### src/tap_consts.vh
`ifndef TAP_CONSTS_VH
`define TAP_CONSTS_VH

// register widths
`define INSTR_WIDTH      5
`define CHAIN_LEN        281
`define CHAIN_MSB        280
`define ID_WIDTH         32

// instruction codes, anything else falls back to bypass
`define INSTR_EXTEST     5'h00
`define INSTR_SAMPLE     5'h01
`define INSTR_IDCODE     5'h02
`define INSTR_FLOAT      5'h03
`define INSTR_BYPASS     5'h1f

// pattern parallel-loaded into the instruction shift stage
`define INSTR_CAPTURE    5'h01

// identification field positions
`define ID_VER_MSB       31
`define ID_VER_LSB       28
`define ID_MODEL_MSB     27
`define ID_MODEL_LSB     12
`define ID_MAKER_MSB     11
`define ID_MAKER_LSB     1
`define ID_MARK_BIT      0

// data register selection codes
`define SEL_CHAIN        2'h0
`define SEL_ID           2'h1
`define SEL_BYPASS       2'h2

`endif

### src/boundary_scan_tap_registers.v
// Behaviour
// - five-bit instruction register, no parity
// - instruction capture loads 00001
// - instruction shift toward tdo, tdi into msb
// - update copies shift stage to active instruction
// - instruction and chain have shift, output stages
// - chain is 281 bits, tdi at 280
// - output cells carry value and enable bit
// - input cells one bit, bit 0 reserved
// - sample captures all pins, bidir by enable
// - extest captures inputs, bidir always as input
// - chain shift toward tdo, tdi into 280
// - update copies chain; extest drives pins
// - chain bit order follows the pin map
// - 32-bit identity register under idcode
// - identity holds revision, model, maker fields
// - identity bit 0 always one
// - single bypass bit, chain left untouched
// - bypass for bypass, float and unknown codes
// - controller reset loads idcode instruction
// - codes 0 extest, 1 sample, 2 id, 3 float
// - sample on tck rise, tdo on fall
// - float instruction releases all driven pins
`timescale 1ns/1ps
`include "tap_consts.vh"

module boundary_scan_tap_registers #(
    parameter [3:0]  ID_VERSION = 4'h1,     // arbitrary value
    parameter [15:0] ID_MODEL   = 16'h4d2c, // arbitrary value
    parameter [10:0] ID_MAKER   = 11'h2a5   // arbitrary value
) (
    input  wire                  clk_sys,
    input  wire                  rst_b,
    input  wire                  tck,
    input  wire                  tms,
    input  wire                  tdi,
    input  wire                  trst_b,
    input  wire [`CHAIN_MSB:0]   pad_di,
    input  wire [`CHAIN_MSB:0]   core_do,
    input  wire [`CHAIN_MSB:0]   core_oe,
    output reg                   tdo,
    output reg                   tdo_oe,
    output reg  [`CHAIN_MSB:0]   pad_do,
    output reg  [`CHAIN_MSB:0]   pad_oe,
    output reg  [`INSTR_WIDTH-1:0] instruction_register
);

    function en_bit;
        input integer i;
        begin
            en_bit = 1'b0;
            if (i >= 220 && i <= 280 && (i % 2) == 0)
                en_bit = 1'b1;
            if (i >= 178 && i <= 206 && (i % 2) == 0)
                en_bit = 1'b1;
            if (i == 175 || i == 172)
                en_bit = 1'b1;
            if (i >= 164 && i <= 170 && (i % 2) == 0)
                en_bit = 1'b1;
            if (i >= 141 && i <= 161 && (i % 2) == 1)
                en_bit = 1'b1;
            if (i >= 130 && i <= 138 && (i % 2) == 0)
                en_bit = 1'b1;
            if (i == 127 || i == 125 || i == 122 || i == 120)
                en_bit = 1'b1;
            if (i >= 110 && i <= 116 && (i % 2) == 0)
                en_bit = 1'b1;
            if (i == 107 || i == 105)
                en_bit = 1'b1;
            if (i >= 92 && i <= 102 && (i % 2) == 0)
                en_bit = 1'b1;
            if (i >= 81 && i <= 89 && (i % 2) == 1)
                en_bit = 1'b1;
            if (i >= 2 && i <= 78 && (i % 2) == 0)
                en_bit = 1'b1;
        end
    endfunction

    function in_bit;
        input integer i;
        begin
            case (i)
                207, 208, 209, 210, 211, 212,
                213, 214, 215, 216, 217, 218,
                176, 173, 162, 139, 128, 123,
                118, 117, 108, 103, 90, 79:
                    in_bit = 1'b1;
                default:
                    in_bit = 1'b0;
            endcase
        end
    endfunction

    function out_bit;
        input integer i;
        begin
            case (i)
                171, 142, 140, 137, 135, 131, 129,
                126, 124, 121, 119, 115, 113, 111,
                109, 106, 104, 101, 99, 97, 95,
                93, 91, 88, 86, 77:
                    out_bit = 1'b1;
                default:
                    out_bit = 1'b0;
            endcase
        end
    endfunction

    // value bit of any driven pin: its enable sits one above
    function val_bit;
        input integer i;
        begin
            val_bit = 1'b0;
            if (i < `CHAIN_MSB)
                val_bit = en_bit(i + 1);
        end
    endfunction

    // which data register sits between tdi and tdo
    function [1:0] data_sel;
        input [`INSTR_WIDTH-1:0] code;
        begin
            case (code)
                `INSTR_EXTEST: data_sel = `SEL_CHAIN;
                `INSTR_SAMPLE: data_sel = `SEL_CHAIN;
                `INSTR_IDCODE: data_sel = `SEL_ID;
                default:       data_sel = `SEL_BYPASS;
            endcase
        end
    endfunction

    wire [`ID_WIDTH-1:0] id_value = {ID_VERSION, ID_MODEL, ID_MAKER, 1'b1};

    reg  [2:0]              tck_sync;
    reg  [1:0]              tms_sync;
    reg  [1:0]              tdi_sync;
    reg  [1:0]              trst_sync;
    reg  [`CHAIN_MSB:0]     pad_meta;
    reg  [`CHAIN_MSB:0]     pad_s;
    reg  [`INSTR_WIDTH-1:0] instr_shift;
    reg  [`CHAIN_MSB:0]     chain_shift;
    reg  [`CHAIN_MSB:0]     chain_update;
    reg  [`ID_WIDTH-1:0]    id_shift;
    reg                     bypass_bit;
    reg  [`CHAIN_MSB:0]     next_capture;
    reg                     next_tdo;
    wire                    tck_rise;
    wire                    tck_fall;
    wire                    tms_s;
    wire                    tdi_s;
    wire                    in_reset;
    wire                    in_cap_i;
    wire                    in_shift_i;
    wire                    in_upd_i;
    wire                    in_cap_d;
    wire                    in_shift_d;
    wire                    in_upd_d;
    wire [1:0]              sel;
    wire                    is_extest;
    wire                    is_sample;
    wire                    is_float;
    integer                 i;
    integer                 j;  // pad loop index, kept apart from i

    // tck through three flops, tms and tdi through two; tms/tdi stay aligned to tck
    always @(posedge clk_sys or negedge rst_b) begin
        if (!rst_b) begin
            tck_sync  <= 3'h0;
            tms_sync  <= 2'h3;   // idle high like the pin's pullup
            tdi_sync  <= 2'h3;
            trst_sync <= 2'h0;
        end else begin
            tck_sync  <= {tck_sync[1:0], tck};
            tms_sync  <= {tms_sync[0], tms};
            tdi_sync  <= {tdi_sync[0], tdi};
            trst_sync <= {trst_sync[0], trst_b};
        end
    end

    // edges from the second and third stage only
    assign tck_rise = tck_sync[1] & ~tck_sync[2];
    assign tck_fall = ~tck_sync[1] & tck_sync[2];
    assign tms_s    = tms_sync[1];
    assign tdi_s    = tdi_sync[1];

    // pin levels are asynchronous to clk_sys
    always @(posedge clk_sys or negedge rst_b) begin
        if (!rst_b) begin
            pad_meta <= {`CHAIN_LEN{1'b0}};
            pad_s    <= {`CHAIN_LEN{1'b0}};
        end else begin
            pad_meta <= pad_di;
            pad_s    <= pad_meta;
        end
    end

    tap_ctrl u_ctrl (
        .clk_sys    (clk_sys),
        .rst_b      (rst_b),
        .tck_rise   (tck_rise),
        .tms        (tms_s),
        .trst_b     (trst_sync[1]),
        .in_reset   (in_reset),
        .in_cap_i   (in_cap_i),
        .in_shift_i (in_shift_i),
        .in_upd_i   (in_upd_i),
        .in_cap_d   (in_cap_d),
        .in_shift_d (in_shift_d),
        .in_upd_d   (in_upd_d)
    );

    // active instruction only ever comes from the output stage
    assign sel       = data_sel(instruction_register);
    assign is_extest = (instruction_register == `INSTR_EXTEST);
    assign is_sample = (instruction_register == `INSTR_SAMPLE);
    assign is_float  = (instruction_register == `INSTR_FLOAT);

    // instruction shift and output stages
    always @(posedge clk_sys or negedge rst_b) begin
        if (!rst_b) begin
            instr_shift          <= `INSTR_CAPTURE;
            instruction_register <= `INSTR_IDCODE;
        end else if (in_reset) begin
            // idcode held while in reset state
            instruction_register <= `INSTR_IDCODE;
        end else if (tck_rise) begin
            if (in_cap_i) begin
                instr_shift <= `INSTR_CAPTURE;
            end else if (in_shift_i) begin
                instr_shift <= {tdi_s, instr_shift[`INSTR_WIDTH-1:1]};
            end else if (in_upd_i) begin
                instruction_register <= instr_shift;
            end
        end
    end

    // capture image of the chain, per cell type
    always @* begin
        next_capture = chain_shift;
        for (i = 0; i < `CHAIN_LEN; i = i + 1) begin
            if (is_sample) begin
                // every pin, bidir as output when enabled
                if (en_bit(i)) begin
                    next_capture[i] = core_oe[i - 1];
                end else if (out_bit(i)) begin
                    next_capture[i] = core_do[i];
                end else if (val_bit(i) && core_oe[i]) begin
                    next_capture[i] = core_do[i];
                end else if (val_bit(i) || in_bit(i)) begin
                    next_capture[i] = pad_s[i];
                end
            end else if (is_extest) begin
                // inputs only, bidir ignores its enable
                if (in_bit(i) || (val_bit(i) && !out_bit(i))) begin
                    next_capture[i] = pad_s[i];
                end
            end
        end
    end

    // boundary scan chain shift and output stages
    always @(posedge clk_sys or negedge rst_b) begin
        if (!rst_b) begin
            chain_shift  <= {`CHAIN_LEN{1'b0}};
            chain_update <= {`CHAIN_LEN{1'b0}};
        end else if (tck_rise && sel == `SEL_CHAIN) begin
            if (in_cap_d) begin
                chain_shift <= next_capture;
            end else if (in_shift_d) begin
                chain_shift <= {tdi_s, chain_shift[`CHAIN_MSB:1]};
            end else if (in_upd_d) begin
                chain_update <= chain_shift;
            end
        end
    end

    // identity register and bypass bit
    always @(posedge clk_sys or negedge rst_b) begin
        if (!rst_b) begin
            id_shift   <= {`ID_WIDTH{1'b0}};
            bypass_bit <= 1'b0;
        end else if (tck_rise) begin
            if (sel == `SEL_ID) begin
                if (in_cap_d) begin
                    id_shift <= id_value;
                end else if (in_shift_d) begin
                    id_shift <= {tdi_s, id_shift[`ID_WIDTH-1:1]};
                end
            end
            if (sel == `SEL_BYPASS) begin
                if (in_cap_d) begin
                    bypass_bit <= 1'b0;
                end else if (in_shift_d) begin
                    bypass_bit <= tdi_s;
                end
            end
        end
    end

    // serial output source, picked by state and selection
    always @* begin
        next_tdo = tdo;
        if (in_shift_i) begin
            next_tdo = instr_shift[0];
        end else if (in_shift_d) begin
            case (sel)
                `SEL_CHAIN: next_tdo = chain_shift[0];
                `SEL_ID:    next_tdo = id_shift[0];
                default:    next_tdo = bypass_bit;
            endcase
        end
    end

    // tdo changes on tck fall only, driven in shift states
    always @(posedge clk_sys or negedge rst_b) begin
        if (!rst_b) begin
            tdo    <= 1'b0;
            tdo_oe <= 1'b0;
        end else if (tck_fall) begin
            tdo    <= next_tdo;
            tdo_oe <= in_shift_i | in_shift_d;
        end
    end

    // pin muxing; registered so pads see no decode glitches
    always @(posedge clk_sys or negedge rst_b) begin
        if (!rst_b) begin
            pad_do <= {`CHAIN_LEN{1'b0}};
            pad_oe <= {`CHAIN_LEN{1'b0}};
        end else begin
            for (j = 0; j < `CHAIN_LEN; j = j + 1) begin
                if (!val_bit(j)) begin
                    pad_do[j] <= 1'b0;  // inputs, enables, reserved
                    pad_oe[j] <= 1'b0;
                end else if (is_extest) begin
                    // value and enable from the output stage
                    pad_do[j] <= chain_update[j];
                    pad_oe[j] <= chain_update[j + 1];
                end else if (is_float) begin
                    pad_do[j] <= core_do[j];
                    pad_oe[j] <= 1'b0;
                end else begin
                    pad_do[j] <= core_do[j];
                    pad_oe[j] <= core_oe[j];
                end
            end
        end
    end

endmodule

### src/tap_ctrl.v
`timescale 1ns/1ps

// standard 16-state test controller, advanced on detected tck rises
module tap_ctrl (
    input  wire clk_sys,
    input  wire rst_b,
    input  wire tck_rise,
    input  wire tms,
    input  wire trst_b,
    output wire in_reset,
    output wire in_cap_i,
    output wire in_shift_i,
    output wire in_upd_i,
    output wire in_cap_d,
    output wire in_shift_d,
    output wire in_upd_d
);

    localparam [15:0] S_TLR  = 16'h0001;
    localparam [15:0] S_RTI  = 16'h0002;
    localparam [15:0] S_SDS  = 16'h0004;
    localparam [15:0] S_CDR  = 16'h0008;
    localparam [15:0] S_SHDR = 16'h0010;
    localparam [15:0] S_E1DR = 16'h0020;
    localparam [15:0] S_PDR  = 16'h0040;
    localparam [15:0] S_E2DR = 16'h0080;
    localparam [15:0] S_UDR  = 16'h0100;
    localparam [15:0] S_SIS  = 16'h0200;
    localparam [15:0] S_CIR  = 16'h0400;
    localparam [15:0] S_SHIR = 16'h0800;
    localparam [15:0] S_E1IR = 16'h1000;
    localparam [15:0] S_PIR  = 16'h2000;
    localparam [15:0] S_E2IR = 16'h4000;
    localparam [15:0] S_UIR  = 16'h8000;

    reg [15:0] state;
    reg [15:0] next_state;

    // next state from the sampled mode select
    always @* begin
        case (state)
            S_TLR:   next_state = tms ? S_TLR  : S_RTI;
            S_RTI:   next_state = tms ? S_SDS  : S_RTI;
            S_SDS:   next_state = tms ? S_SIS  : S_CDR;
            S_CDR:   next_state = tms ? S_E1DR : S_SHDR;
            S_SHDR:  next_state = tms ? S_E1DR : S_SHDR;
            S_E1DR:  next_state = tms ? S_UDR  : S_PDR;
            S_PDR:   next_state = tms ? S_E2DR : S_PDR;
            S_E2DR:  next_state = tms ? S_UDR  : S_SHDR;
            S_UDR:   next_state = tms ? S_SDS  : S_RTI;
            S_SIS:   next_state = tms ? S_TLR  : S_CIR;
            S_CIR:   next_state = tms ? S_E1IR : S_SHIR;
            S_SHIR:  next_state = tms ? S_E1IR : S_SHIR;
            S_E1IR:  next_state = tms ? S_UIR  : S_PIR;
            S_PIR:   next_state = tms ? S_E2IR : S_PIR;
            S_E2IR:  next_state = tms ? S_UIR  : S_SHIR;
            S_UIR:   next_state = tms ? S_SDS  : S_RTI;
            default: next_state = S_TLR;
        endcase
    end

    // test reset pin forces the reset state without waiting for tck
    always @(posedge clk_sys or negedge rst_b) begin
        if (!rst_b) begin
            state <= S_TLR;
        end else if (!trst_b) begin
            state <= S_TLR;
        end else if (tck_rise) begin
            state <= next_state;
        end
    end

    assign in_reset   = (state == S_TLR);
    assign in_cap_i   = (state == S_CIR);
    assign in_shift_i = (state == S_SHIR);
    assign in_upd_i   = (state == S_UIR);
    assign in_cap_d   = (state == S_CDR);
    assign in_shift_d = (state == S_SHDR);
    assign in_upd_d   = (state == S_UDR);

endmodule

### config.mk
export PLATFORM = sky130hd
export DESIGN_NAME = boundary_scan_tap_registers
export DESIGN_NICKNAME = d
export VERILOG_FILES = /design/src/boundary_scan_tap_registers.v /design/src/tap_ctrl.v
export VERILOG_INCLUDE_DIRS = /design/src /design/src/src
export SDC_FILE = /design/constraint.sdc
export NUM_CORES = 2
export LEC_CHECK = 0
export ABC_CLOCK_PERIOD_IN_PS = 6540
export BUFFER_PORTS_ARGS = -buffer_cell sky130_fd_sc_hd__clkbuf_2
export CAP_MARGIN = 0
export CORE_AREA = 3 3 552 554
export CTS_CLUSTER_DIAMETER = 30
export CTS_CLUSTER_SIZE = 14
export DETAILED_ROUTE_END_ITERATION = 8
export DIE_AREA = 0 0 555 557
export SYNTH_ARGS = -nofsm -noshare
export SYNTH_HDL_FRONTEND = slang
export SYNTH_SLANG_ARGS = --single-unit
### constraint.sdc
create_clock -name clk_sys -period 6.54 [get_ports clk_sys]
set_input_delay 0.654 -clock clk_sys [delete_from_list [all_inputs] [get_ports clk_sys]]
set_output_delay 0.654 -clock clk_sys [all_outputs]
set_load 0.01 [all_outputs]
==> results <==
- The via-per-instance ratio is 3.72.
- The finished cells cover 0.0610 sq mm.
- Measured against its own limit, the worst slew margin works out to 27.6%.
- The combinational family with the most area after synthesis is compound AO/OA/AOI/OAI gates.
- For the pin with the worst max-slew slack, the measured transition is 1090 ps.
- The worst setup path is launched from a flip-flop.
- The routability congestion estimate is 0.803.
- After Yosys synthesis, and, or, nand and nor cells account for 4.92% of the synthesized area.
- The run finished with clean final reports.
- The largest net degree at the start of global routing is 189.
- The buffer type at the clock tree root is clkbuf_16.
- The setup skew after layout is 136 ps.
- The core footprint is 0.300 sq mm.
- The full die area is 0.309 sq mm.
- In this run the deepest clock path goes through 4 buffers.
- The path type of the worst setup path is flip-flop to flip-flop.
- The synthesized-area fraction occupied by adder cells is 0%.
- The number of placement rows is 201.
- Setup violations remaining at the end of the flow were counted as 0.
- Power spread over the standard cell area amounts to 330 mW/mm^2.
- The iteration-0 DRC count of the detailed router is 2,151.
- The most common library cell in the layout ignoring fill and taps is dfrtp_1.
- In this run the critical register-to-register path is launched from u_ctrl.state[5].
- The share of the Yosys chip area taken by registers is 63.3%.
- The mux cell area share after synthesis is 9.92%.
- In this run, placement finished with an instance count of 7,922.
- The worst vdd rail ir drop is 0.283 mV.
- The main flop type after synthesis is dfrtp_1.
- The total via count after detailed routing is 32,000.
- In this run the vertical extent of the chip is 557 um.
- In this run the tool buffered the top-level ports with 650 buffer cells.
- The startpoint of the worst hold path is pad_di[33].
- The number of buffers created by CTS is 233.
- The number of distinct library cell variants in the gate-level netlist after synthesis is 54.
- For the finished layout, the period the worst path requires is 4040 ps.
- Setup repair after global routing left no endpoint under its margin.
- The routed design has 180,000 um of wire.
- The number of antenna violations at the first check in global routing is 114.
- For this design the static power due to leakage is 27.2 nW.
- The detail route stage leaves a number of antenna-violating nets equal to 0.
- Excluding fillers, the count of instances in the completed layout stands at 8,592.
- The mean post-synth cell area is 12.6 sq um.
- In the final routed layout, each cell accounts on average for 20.9 um.
- The number of hold violations in the final report is 0.
- The post-route clock period utilization is 61.7%.
- For this run, the post-layout net count is 5,263.
- The library cells used most frequently in the layout, excluding fill and tap cells, are dfrtp_1 (1,108), clkbuf_2 (649), mux2_2 (385).
- Setup total negative slack on the finished layout was measured at 0 ps.
- The type of destination of the critical path is a flip-flop.
- For the worst-skew pair, the clock arrives at the later sink with an insertion delay of 880 ps.
- The H-tree generated during clock tree synthesis spans 4 levels.
- The xor/xnor cell area share of the yosys netlist is 0.159%.
- The number of global-route vias before repair is 32,700.
- The global-route wire length before repair is 249,000 um.
- The critical-path maximum fanout is 52.
- From synthesis to final layout, the design area changed by 38.4%.
- The initial utilization of the core area, before any placement, comes to 14.7%.
- The number of remaining DRC errors is 0.
- The width of the die is 555 um.
- The residual overflow from global routing is 0.
- In this run, post-CTS repair resized a total of 0 instances.
- The beginning of the critical path is u_ctrl.state[5].
- Synthesis produced a netlist whose cell count is 3,504.
- The count of max-cap constraint violations is 0.
- In this run the cell area of the synthesized design comes to 0.0441 sq mm.
- The placed standard-cell area is 0.0506 sq mm.
- The top-level I/O count is 1,418.
- The number of enable flip-flop cells after synthesis is 0.
- The endpoint identified for the worst register-to-register timing path is chain_shift[19].
- The classification of the worst-slack hold path is primary input to flip-flop.
- The post-synthesis compound-gate area fraction is 13.9%.
- Global routing used 11.2% of the available tracks.
- For the worst flop-to-flop path, the logic depth is 7.
- At the worst endpoint, the required time is 7160 ps.
- The worst register-to-register path has a setup slack of 2500 ps.
- Cells with a size suffix above 1 make up 33.1% of the layout.
- The HPWL after detailed placement is 130,000 um.
- The final hold slack is 53.2 ps.
- The final count of pins violating max slew came to 0.
- CTS saw 1,115 sinks.
- The final design utilization is 20.3%.
- Data arrives at the worst endpoint at 4660 ps.
- After clock tree synthesis, the clock-pin slew on the worst setup and hold paths is 50 ps.
- After synthesis the netlist holds a flip-flop and latch count of 1,115.
- The number of search-and-repair iterations in the first detailed-routing pass is 5.
- The post-synthesis async set-or-reset flop share is 100%.
- The upper clock frequency limit is 248 MHz.
- The TritonCTS clock tree is yes.
- The Yosys step of the flow raised 0 warnings.
- The worst hold path cell count is 1.
- The capturing instance or port of the critical path is chain_shift[19].
synth_stat cells, types with 2 or more instances:
cell	instances	share of area [%]
a31oi_1	24	0.34
nand3_1	11	0.12
o31ai_1	3	0.051
nand2b_1	5	0.071
a21boi_0	108	1.8
xor2_1	4	0.079
or3_1	3	0.043
nor3_1	6	0.068
a311oi_1	102	2.0
nand4_1	5	0.071
and2_1	2	0.028
or4_1	4	0.068
a22o_1	132	2.6
xnor2_1	4	0.079
o21ai_0	228	2.6
buf_6	22	0.56
a21oi_1	158	1.8
buf_1	5	0.043
dfstp_2	7	0.42
mux2i_1	4	0.091
a32oi_1	2	0.040
a22oi_1	4	0.068
dfrtp_1	1108	63
nor4_1	2	0.028
o21ai_1	16	0.18
nor4_4	4	0.19
nor2b_1	8	0.11
nor2_1	214	1.8
clkbuf_1	166	1.4
and4_1	2	0.040
buf_4	320	5.4
and3_1	3	0.043
buf_2	32	0.36
nand2_1	223	1.9
nand4b_1	3	0.060
o22ai_1	155	2.2
mux2_2	385	9.8
nor4b_1	4	0.079
registers in the layout (all words and copies together) (netlist names), 5 cells and up:
| name | count |
|---|---|
| chain_shift | 281 |
| chain_update | 256 |
| id_shift | 32 |
| instr_shift | 5 |
| instruction_register | 5 |
| pad_do | 128 |
| pad_meta | 126 |
| pad_oe | 128 |
| pad_s | 126 |
| u_ctrl.state | 16 |
what timing repair did:
| item | 4_1_cts | 5_1_grt |
|---|---|---|
| endpoints found under the hold margin | 285 | 0 |
| hold buffers | 215 | 0 |
| endpoints found under the setup margin | 0 | 0 |
| setup buffers | 0 | 0 |
where the power goes:
| group | internal, mW | switching (mW) | leakage, nW |
|---|---|---|---|
| clock network | 8.02 | 4.13 | 3.93 |
| registers | 7.08 | 0.0635 | 13.0 |
| logic | 0.313 | 0.572 | 10.2 |
layout make-up:
type	count	area [sq um]
clock buffers	275	6270
diodes	27	67.6
flip-flops and latches	1115	27900
multi-input cells	2148	14000
well taps	3958	4950
clock inverters	153	1920
repair buffers	915	5970
inverters	1	3.75
fillers	32200	239000
metrics by stage:
| stage | total power, mW | worst slack, ps |
|---|---|---|
| detailed placement | 8.02 | 2600 |
| finish | 20.2 | 2500 |
| global route | 20.9 | 2270 |
| global placement | 8.02 | 2690 |
| CTS | 20.5 | 2450 |
| floorplan | 7.59 | 4130 |
kinds of logic after synthesis:
group / Yosys count
AOI/OAI and AO/OA: 939
xor gates and xnor gates: 8
buffers and inverters: 546
DFF: 1115
muxes: 389
other: 1
and+or+nand+nor: 506
per-layer routing:
metal	track usage (%)	vias up	share of wire, %
met4	4.45	14	4.2
met3	4.06	425	8.9
met5	0	-	0.048
li1	-	13800	-
met2	18.2	1439	47
met1	13.3	16300	40
worst min path at each step:
stage,to
global route,pad_meta[33]
finish,pad_meta[33]
global placement,pad_s[235]
detailed placement,pad_s[176]
floorplan,pad_s[103]
CTS,pad_do[279]
critical path: stages, from the launching register on:
cell	delay (ps)
dfrtp_1	520
nor4_4	500
and4_4	820
nor2_1	280
or3_4	720
buf_4	530
nand2_1	180
o21ai_0	120
No activity file was read; power rests on OpenSTA's default activity.
